**src/hdl/asr_pkg.sv**
```systemverilog
// package: pin-level constants and timing counts for the sram host controller
package asr_pkg;
    localparam int ADDR_W = 19;
    localparam int DATA_W = 32;
    localparam int LANES  = 4;
    localparam int LANE_W = 8;
    localparam int CLK_PERIOD_NS = 5;
    // device timing in ns (slow grade, safe for both)
    localparam int T_RC_NS   = 55;
    localparam int T_AA_NS   = 55;
    localparam int T_WC_NS   = 55;
    localparam int T_PWE_NS  = 40;
    localparam int T_HZWE_NS = 20;
    localparam int T_SD_NS   = 25;
    localparam int T_HZOE_NS = 18;
    localparam int T_SA_NS   = 0;
    localparam int T_HD_NS   = 0;
    // two synchroniser flops delay every pin sample
    localparam int SYNC_LAG  = 2;
    // least times round up, never below one cycle
    function automatic int cyc_up(input int ns);
        int c;
        c = (ns + CLK_PERIOD_NS - 1) / CLK_PERIOD_NS;
        return (c < 1) ? 1 : c;
    endfunction
    localparam int RD_CYC   = cyc_up(T_AA_NS) + 1;
    localparam int WE_CYC_A = cyc_up(T_PWE_NS);
    localparam int WE_CYC_B = cyc_up(T_HZWE_NS + T_SD_NS);
    localparam int WE_CYC   = (WE_CYC_A > WE_CYC_B) ? WE_CYC_A : WE_CYC_B;
    localparam int SU_CYC   = cyc_up(T_SA_NS);
    localparam int HD_CYC   = cyc_up(T_HD_NS);
    localparam int TA_CYC   = cyc_up(T_HZOE_NS);
    localparam int CNT_W    = 5;
    localparam logic [LANES-1:0] LANES_OFF = 4'hF;
endpackage

```
**src/hdl/asr_host.sv**
```systemverilog
// host controller driving an ecc static ram over its asynchronous pins
// Functional notes
// chip enabled only with low-active select low and high-active select high
// write window opens with all enables low; first to rise ends it
// data set up before and held past the edge ending the write
// device releases data lines when output enable or byte enables high
// enable and write strobe rising together leave outputs released
// host never drives data while device may still drive it
// write strobe low at least turn-off time plus data setup
// write enable held high through every read
// address valid no later than chip enable going active
// read data taken from lanes whose byte enable is low
// write stores lanes whose enable is low, others unchanged
// selected with both strobes high leaves data lines released
// error flag low on a clean read
// error flag high when a single-bit error was corrected
// error flag released when deselected, outputs off, or writing
// idle with chip deselected and all byte enables high
// device keeps check bits and returns corrected read data
`timescale 1ns/100ps
`default_nettype none
module asr_host
    import asr_pkg::*;
(
    input  wire logic              core_clk,
    input  wire logic              rst,
    input  wire logic              reqValid,
    input  wire logic              reqWrite,
    input  wire logic [ADDR_W-1:0] reqAddr,
    input  wire logic [DATA_W-1:0] reqWdata,
    input  wire logic [LANES-1:0]  reqLanes,
    output logic                   reqReady,
    output logic                   rspValid,
    output logic [DATA_W-1:0]      rspRdata,
    output logic                   rspCorrected,
    output logic [ADDR_W-1:0]      sramAddr,
    output logic                   sramSelLowActive_n,
    output logic                   sramSelHighActive,
    output logic                   sramOutEn_n,
    output logic                   sramWrEn_n,
    output logic [LANES-1:0]       sramByteEn_n,
    output logic [DATA_W-1:0]      sramDataOut,
    output logic                   sramDataOe,
    input  wire logic [DATA_W-1:0] sramDataIn,
    input  wire logic              sramErrIn
);
    // ==========================================================
    // pin synchronisers
    logic [DATA_W:0] pinSync;
    asr_sync #(.W(DATA_W + 1)) uSync (
        .core_clk (core_clk),
        .rst      (rst),
        .asyncIn  ({sramErrIn, sramDataIn}),
        .syncOut  (pinSync)
    );

    // ==========================================================
    // sequencer
    typedef enum logic [2:0] {
        ST_IDLE  = 3'b000,
        ST_RSET  = 3'b001,
        ST_READ  = 3'b011,
        ST_TURN  = 3'b010,
        ST_WSET  = 3'b110,
        ST_WSTB  = 3'b111,
        ST_WHOLD = 3'b101
    } asr_state_t;

    asr_state_t        state_q, state_d;
    logic [CNT_W-1:0]  cnt_q, cnt_d;
    logic [ADDR_W-1:0] addr_q, addr_d;
    logic [DATA_W-1:0] wdat_q, wdat_d;
    logic [LANES-1:0]  be_q, be_d;
    logic              csn_q, csn_d, cs_q, cs_d;
    logic              oen_q, oen_d, wen_q, wen_d, doe_q, doe_d;
    logic              rdy_q, rdy_d, rv_q, rv_d, err_q, err_d;
    logic [DATA_W-1:0] rdat_q, rdat_d;
    logic [DATA_W-1:0] laneMask;

    genvar g;
    generate
        for (g = 0; g < LANES; g++) begin : gLane
            assign laneMask[g*LANE_W +: LANE_W] = {LANE_W{~be_q[g]}};
        end
    endgenerate

    always_comb begin
        state_d = state_q;
        cnt_d   = cnt_q;
        addr_d  = addr_q;
        wdat_d  = wdat_q;
        be_d    = be_q;
        csn_d   = csn_q;
        cs_d    = cs_q;
        oen_d   = oen_q;
        wen_d   = wen_q;
        doe_d   = doe_q;
        rdy_d   = rdy_q;
        rv_d    = 1'b0;
        err_d   = err_q;
        rdat_d  = rdat_q;
        unique case (state_q)
            ST_IDLE: begin
                if (reqValid && rdy_q) begin
                    // address settled first
                    addr_d = reqAddr;
                    wdat_d = reqWdata;
                    be_d   = ~reqLanes;
                    rdy_d  = 1'b0;
                    cnt_d  = CNT_W'(SU_CYC);
                    state_d = reqWrite ? ST_WSET : ST_RSET;
                end
            end
            ST_RSET: begin
                // select with write strobe high
                csn_d = 1'b0;
                cs_d  = 1'b1;
                oen_d = 1'b0;
                cnt_d = CNT_W'(RD_CYC + SYNC_LAG);
                state_d = ST_READ;
            end
            ST_READ: begin
                if (cnt_q != '0) begin
                    cnt_d = cnt_q - 1'b1;
                end else begin
                    // keep enabled lanes only
                    rdat_d = pinSync[DATA_W-1:0] & laneMask;
                    // flag sampled during read
                    err_d = pinSync[DATA_W];
                    rv_d  = 1'b1;
                    oen_d = 1'b1;
                    csn_d = 1'b1;
                    cs_d  = 1'b0;
                    be_d  = LANES_OFF;
                    cnt_d = CNT_W'(TA_CYC);
                    state_d = ST_TURN;
                end
            end
            ST_TURN: begin
                // let device drivers fall off before next cycle
                if (cnt_q != '0) begin
                    cnt_d = cnt_q - 1'b1;
                end else begin
                    rdy_d = 1'b1;
                    state_d = ST_IDLE;
                end
            end
            ST_WSET: begin
                // outputs stay disabled so host may drive at once
                csn_d = 1'b0;
                cs_d  = 1'b1;
                doe_d = 1'b1;
                cnt_d = CNT_W'(WE_CYC);
                state_d = ST_WSTB;
            end
            ST_WSTB: begin
                // strobe low long enough
                wen_d = 1'b0;
                if (cnt_q != '0) begin
                    cnt_d = cnt_q - 1'b1;
                end else begin
                    // write ends on strobe alone, data still held
                    wen_d = 1'b1;
                    cnt_d = CNT_W'(HD_CYC);
                    state_d = ST_WHOLD;
                end
            end
            ST_WHOLD: begin
                if (cnt_q != '0) begin
                    cnt_d = cnt_q - 1'b1;
                end else begin
                    // back to standby
                    doe_d = 1'b0;
                    csn_d = 1'b1;
                    cs_d  = 1'b0;
                    be_d  = LANES_OFF;
                    rdy_d = 1'b1;
                    state_d = ST_IDLE;
                end
            end
            default: begin
                state_d = ST_IDLE;
            end
        endcase
    end

    always_ff @(posedge core_clk or posedge rst) begin
        if (rst) begin
            state_q <= ST_IDLE;
            cnt_q   <= '0;
            addr_q  <= '0;
            wdat_q  <= '0;
            be_q    <= LANES_OFF;
            csn_q   <= 1'b1;
            cs_q    <= 1'b0;
            oen_q   <= 1'b1;
            wen_q   <= 1'b1;
            doe_q   <= 1'b0;
            rdy_q   <= 1'b1;
            rv_q    <= 1'b0;
            err_q   <= 1'b0;
            rdat_q  <= '0;
        end else begin
            state_q <= state_d;
            cnt_q   <= cnt_d;
            addr_q  <= addr_d;
            wdat_q  <= wdat_d;
            be_q    <= be_d;
            csn_q   <= csn_d;
            cs_q    <= cs_d;
            oen_q   <= oen_d;
            wen_q   <= wen_d;
            doe_q   <= doe_d;
            rdy_q   <= rdy_d;
            rv_q    <= rv_d;
            err_q   <= err_d;
            rdat_q  <= rdat_d;
        end
    end

    assign reqReady           = rdy_q;
    assign rspValid           = rv_q;
    assign rspRdata           = rdat_q;
    assign rspCorrected       = err_q;
    assign sramAddr           = addr_q;
    assign sramSelLowActive_n = csn_q;
    assign sramSelHighActive  = cs_q;
    assign sramOutEn_n        = oen_q;
    assign sramWrEn_n         = wen_q;
    assign sramByteEn_n       = be_q;
    assign sramDataOut        = wdat_q;
    assign sramDataOe         = doe_q;

    // ==========================================================
    // checks
    // strobe high in reads
    AST_WE_HIGH_IN_READ: assert property (
        @(posedge core_clk) disable iff (rst) !oen_q |-> wen_q)
        else $error("write strobe low during read");
    // no bus fight
    AST_NO_FIGHT: assert property (
        @(posedge core_clk) disable iff (rst) doe_q |-> oen_q)
        else $error("host drives while outputs on");
    // strobe pulse width
    // nine cycles of 5 ns cover turn-off plus data setup
    AST_STROBE_WIDTH: assert property (
        @(posedge core_clk) disable iff (rst)
        $fell(wen_q) |-> !wen_q [*8] ##1 !wen_q)
        else $error("strobe too short");
    // write only while selected
    AST_SELECT_IN_WRITE: assert property (
        @(posedge core_clk) disable iff (rst)
        !wen_q |-> (!csn_q && cs_q && doe_q))
        else $error("bad write");
    // data held past strobe
    AST_DATA_HOLD: assert property (
        @(posedge core_clk) disable iff (rst)
        $rose(wen_q) |-> doe_q && $stable(wdat_q))
        else $error("no hold");
    // address steady while selected
    AST_ADDR_STABLE: assert property (
        @(posedge core_clk) disable iff (rst)
        (!csn_q && $past(!csn_q)) |-> $stable(addr_q))
        else $error("address moved while selected");
    // standby when idle
    AST_IDLE_STANDBY: assert property (
        @(posedge core_clk) disable iff (rst)
        (state_q == ST_IDLE) |-> (csn_q && !cs_q && be_q == LANES_OFF))
        else $error("not in standby");
    // answer only after a read
    AST_RSP_AFTER_READ: assert property (
        @(posedge core_clk) disable iff (rst)
        rspValid |-> $past(!oen_q))
        else $error("response without read");
endmodule
`default_nettype wire

```
**src/hdl/asr_sync.sv**
```systemverilog
// two-flop synchroniser for pin inputs
`timescale 1ns/100ps
`default_nettype none
module asr_sync #(
    parameter int W = 1
) (
    input  wire logic         core_clk,
    input  wire logic         rst,
    input  wire logic [W-1:0] asyncIn,
    output var  logic [W-1:0] syncOut
);
    logic [W-1:0] meta_q;
    logic [W-1:0] sync_q;
    always_ff @(posedge core_clk or posedge rst) begin
        if (rst) begin
            meta_q <= '0;
            sync_q <= '0;
        end else begin
            meta_q <= asyncIn;
            sync_q <= meta_q;
        end
    end
    assign syncOut = sync_q;
endmodule
`default_nettype wire

```
**config.mk**
```make
export PLATFORM = sky130hd
export DESIGN_NAME = asr_host
export DESIGN_NICKNAME = d
export VERILOG_FILES = /design/src/hdl/asr_pkg.sv /design/src/hdl/asr_host.sv /design/src/hdl/asr_sync.sv
export SDC_FILE = /design/constraint.sdc
export NUM_CORES = 1
export LEC_CHECK = 0
export ABC_AREA = 1
export BUFFER_PORTS_ARGS = -buffer_cell sky130_fd_sc_hd__buf_2
export CAP_MARGIN = 20
export CORE_ASPECT_RATIO = 0.8
export CORE_UTILIZATION = 52
export CTS_BUF_LIST = sky130_fd_sc_hd__clkbuf_8
export CTS_CLUSTER_SIZE = 28
export DETAILED_ROUTE_END_ITERATION = 10
export PLACE_DENSITY = 0.93
export SLEW_MARGIN = 5
export SYNTH_ARGS = -nofsm -noshare
export SYNTH_HDL_FRONTEND = slang
export SYNTH_HIERARCHICAL = 1
export SYNTH_SLANG_ARGS = --single-unit
```
**constraint.sdc**
```tcl
create_clock -name core_clk -period 3.5 [get_ports core_clk]
set_input_delay 0.525 -clock core_clk [delete_from_list [all_inputs] [get_ports core_clk]]
set_output_delay 0.525 -clock core_clk [all_outputs]
set_load 0.05 [all_outputs]
```
==> results.md <==
- Total number of vias: 4453
- Fin crit period: 2086 ps
- Async SR Flop Fraction: 100.0%
- Critical Path RT: 3830 ps
- Starting DRT DRC Count: 196
- WP depth: 7
- Yosys top cell by area: dfrtp_1
- Ratio of cells with drive above 1 in the final layout: 31.43%
- Vias in the first global route: 4284
- First-pass GRT wire length: 20070 um
- P per Cell Area: 1021 nW/um2
- Syn_area_per_cell: 10.48 um2
- H-Tree Depth: 4
- Antenna Violating Nets Remaining: 0
- Total track usage: 22.34%
- Final total negative setup slack: 0 ps
- Worst-Margin Slew: 829.8 ps
- Most common cell on crit path: nand2_1
- Syn Inst Count: 565
- Root Buffer: clkbuf_8
- FMAX: 479.4 MHz
- Grt total ovfl: 0
- WL final: 12510 um
- Status: finished clean
- Die width: 121.3 um
- Crit-path max FO: 35
- Crit path launch type: register
- CTS buffer count: 17
- Max incr delay on CP: 430 ps
- CP Cell Sequence: inv_1 -> ha_1 -> nand3_2 -> nor2_8 -> inv_2 -> nand2_1 -> nand2_1
- Post-route DRC: 0
- Yosys cell types: 23
- Max VDD drop: 0.5646 mV
- # IOs: 187
- Gpl congestion: 0.8151
- Most frequent cells after synthesis: nand2_1, dfrtp_1, nand3_1
- Dpl ws: 1414 ps
- Die area: 11820 um2
- Setup slack after layout: 1414 ps
- Crit. End Element: register
- Worst path top cell family by delay: simple AND/OR/NAND/NOR gates
- Endpoints failing hold: 0
- Antenna cell count: 0
- Initial antenna violation count: 0
- Synth area leaders: dfrtp_1, nand2_1, dfstp_2
- RSZ-0062 raised after global routing: false
- WL/cell: 13.69 um
- Normalized max-slew margin: 44.60%
- Clk Latency, worst-skew pair: 450 ps
- Critical path arrival: 2420 ps
- Main synth FF type: dfrtp_1
- Port-buffer cells: 186
- DRT Pass-1 Iters: 4
- Core area: 10980 um2
- DP Wirelength: 8914 um
- Final setup fails: 0
- Tcrit/Tclk final: 59.59%
- Min-Delay Path Class: in2async
- CTS Buffer Depth: 2
- Max Cap Violations: 0
- Register bit total from synthesis: 169
- Top-count cell post-synth: nand2_1
- Hold_buf cts: 0
- Share of the synthesized area in the top cell type: 68.05%
- FF-to-FF path depth: 7
- Drt via density: 4.872
- CTS tree: yes
- Worst path slowest cell: nor2_8
- Final max-slew violation count: 0
- Post-synthesis cell area: 5921 um2
- Mapped Nets: 658
- Pwr Total: 0.007464 W
- Setup Skew: 12.71 ps
- Clk sink count: 169
- Post-CTS Setup Inserts: 0
- Sequential area share after synthesis: 71.60%
- # nets final: 850
- Design area: 7312 um2
- Die height: 97.44 um
- Yosys warns: 6
- Final core utilization: 66.62%
- Post-CTS Resized: 0
- CP Class: reg2reg
- Initial Util: 53.94%
- Largest net degree at the start of global routing: 83
- Lkg Pwr: 4.179 nW
- Layout overhead on the synthesized area: 23.50%
- Std-Cell Rows: 34
- Post-synth EDFFs: 0
- DP Area: 6930 um2
- Worst Path Buf+Inv: 2
- CTS clock-pin slew for the worst setup and hold paths: 90 ps
flip-flops by register name, indices dropped and copies added (netlist names):
| signal | cells |
|---|---|
| cnt_q | 5 |
| reqReady | 1 |
| rspCorrected | 1 |
| rspRdata | 32 |
| rspValid | 1 |
| sramAddr | 19 |
| sramByteEn_n | 4 |
| sramDataOe | 1 |
| sramDataOut | 32 |
| sramOutEn_n | 1 |
| sramSelHighActive | 1 |
| sramSelLowActive_n | 1 |
| sramWrEn_n | 1 |
| state_q | 3 |
| uSync/meta_q | 33 |
| uSync/syncOut | 33 |
metrics by stage:
step	cells	hold slack, ps
after CTS	913	147.6
after global placement	881	332.5
final	914	69.96
after detailed placement	881	334.7
after global routing	914	68.89
after floorplan	565	331.2
path summary, 6_finish.rpt:
check / from / endpoint / slack (ps)
max in group asynchronous: rst / uSync/syncOut[32] / 2440
max reg2reg: cnt_q[0] / rspRdata[7] / 1410
min in group core_clk: sramDataIn[17] / uSync/meta_q[17] / 180
max: cnt_q[0] / rspRdata[7] / 1410
min reg2reg: uSync/meta_q[13] / uSync/syncOut[13] / 340
min: rst / rspRdata[8] / 70
cells in the final DEF, fill, tap and decap left out:
| cell type | instances |
|---|---|
| nand2_2 | 2 |
| inv_2 | 7 |
| dfrtp_1 | 161 |
| inv_1 | 17 |
| clkbuf_8 | 17 |
| clkinv_8 | 1 |
| o211ai_1 | 1 |
| nor2_1 | 12 |
| nand2_1 | 270 |
| inv_6 | 4 |
| dfstp_2 | 8 |
| nand4_1 | 1 |
| o2111ai_1 | 1 |
| buf_16 | 1 |
| buf_4 | 4 |
| a21oi_1 | 6 |
| nor2_2 | 1 |
| nand3_2 | 1 |
| xor2_1 | 1 |
| o21ai_1 | 2 |
| clkinv_1 | 4 |
| clkinvlp_4 | 2 |
| clkinv_4 | 1 |
| clkinv_2 | 3 |
| buf_2 | 186 |
| ha_1 | 1 |
| inv_8 | 2 |
| nand3_1 | 42 |
| inv_4 | 1 |
| nor2_8 | 1 |
| o21ai_0 | 9 |
report_power, final:
part	leakage (nW)	internal, W	total [W]	switching, W
Combinational	1.91	0.000730	0.00336	0.00263
Sequential	2.08	0.00253	0.00286	0.000339
Clock	0.186	0.000506	0.00124	0.000730
Total	4.18	0.00376	0.00746	0.00370
metal layers:
layer / vias up / global-route usage, % / part of all wire, %
met3: 18 / 6.279 / 7.3
li1: 2138 / - / -
met2: 196 / 36.28 / 48
met5: - / 0 / 0
met4: 0 / 8.072 / 1.1
met1: 2101 / 28.69 / 44
cells by family after synthesis:
| family | share of synthesized area, % |
|---|---|
| AND/OR/NAND/NOR | 22.36 |
| flip-flops | 71.60 |
| buffers and inverters | 3.973 |
| AO/OA/AOI/OAI | 1.712 |
| XOR/XNOR | 0.1480 |
| adder cells (fa/ha/maj) | 0.2113 |
final cells by class:
class                           count  area (um2)
Multi-Input combinational cell    351        1446
Fill cell                         843        3664
Tap cell                          144       180.2
Inverter                           27       103.9
Clock inverter                     15       120.1
Timing Repair Buffer              191       988.4
Clock buffer                       17       234.0
Sequential cell                   169        4239
No activity file was read; power rests on OpenSTA's default activity.
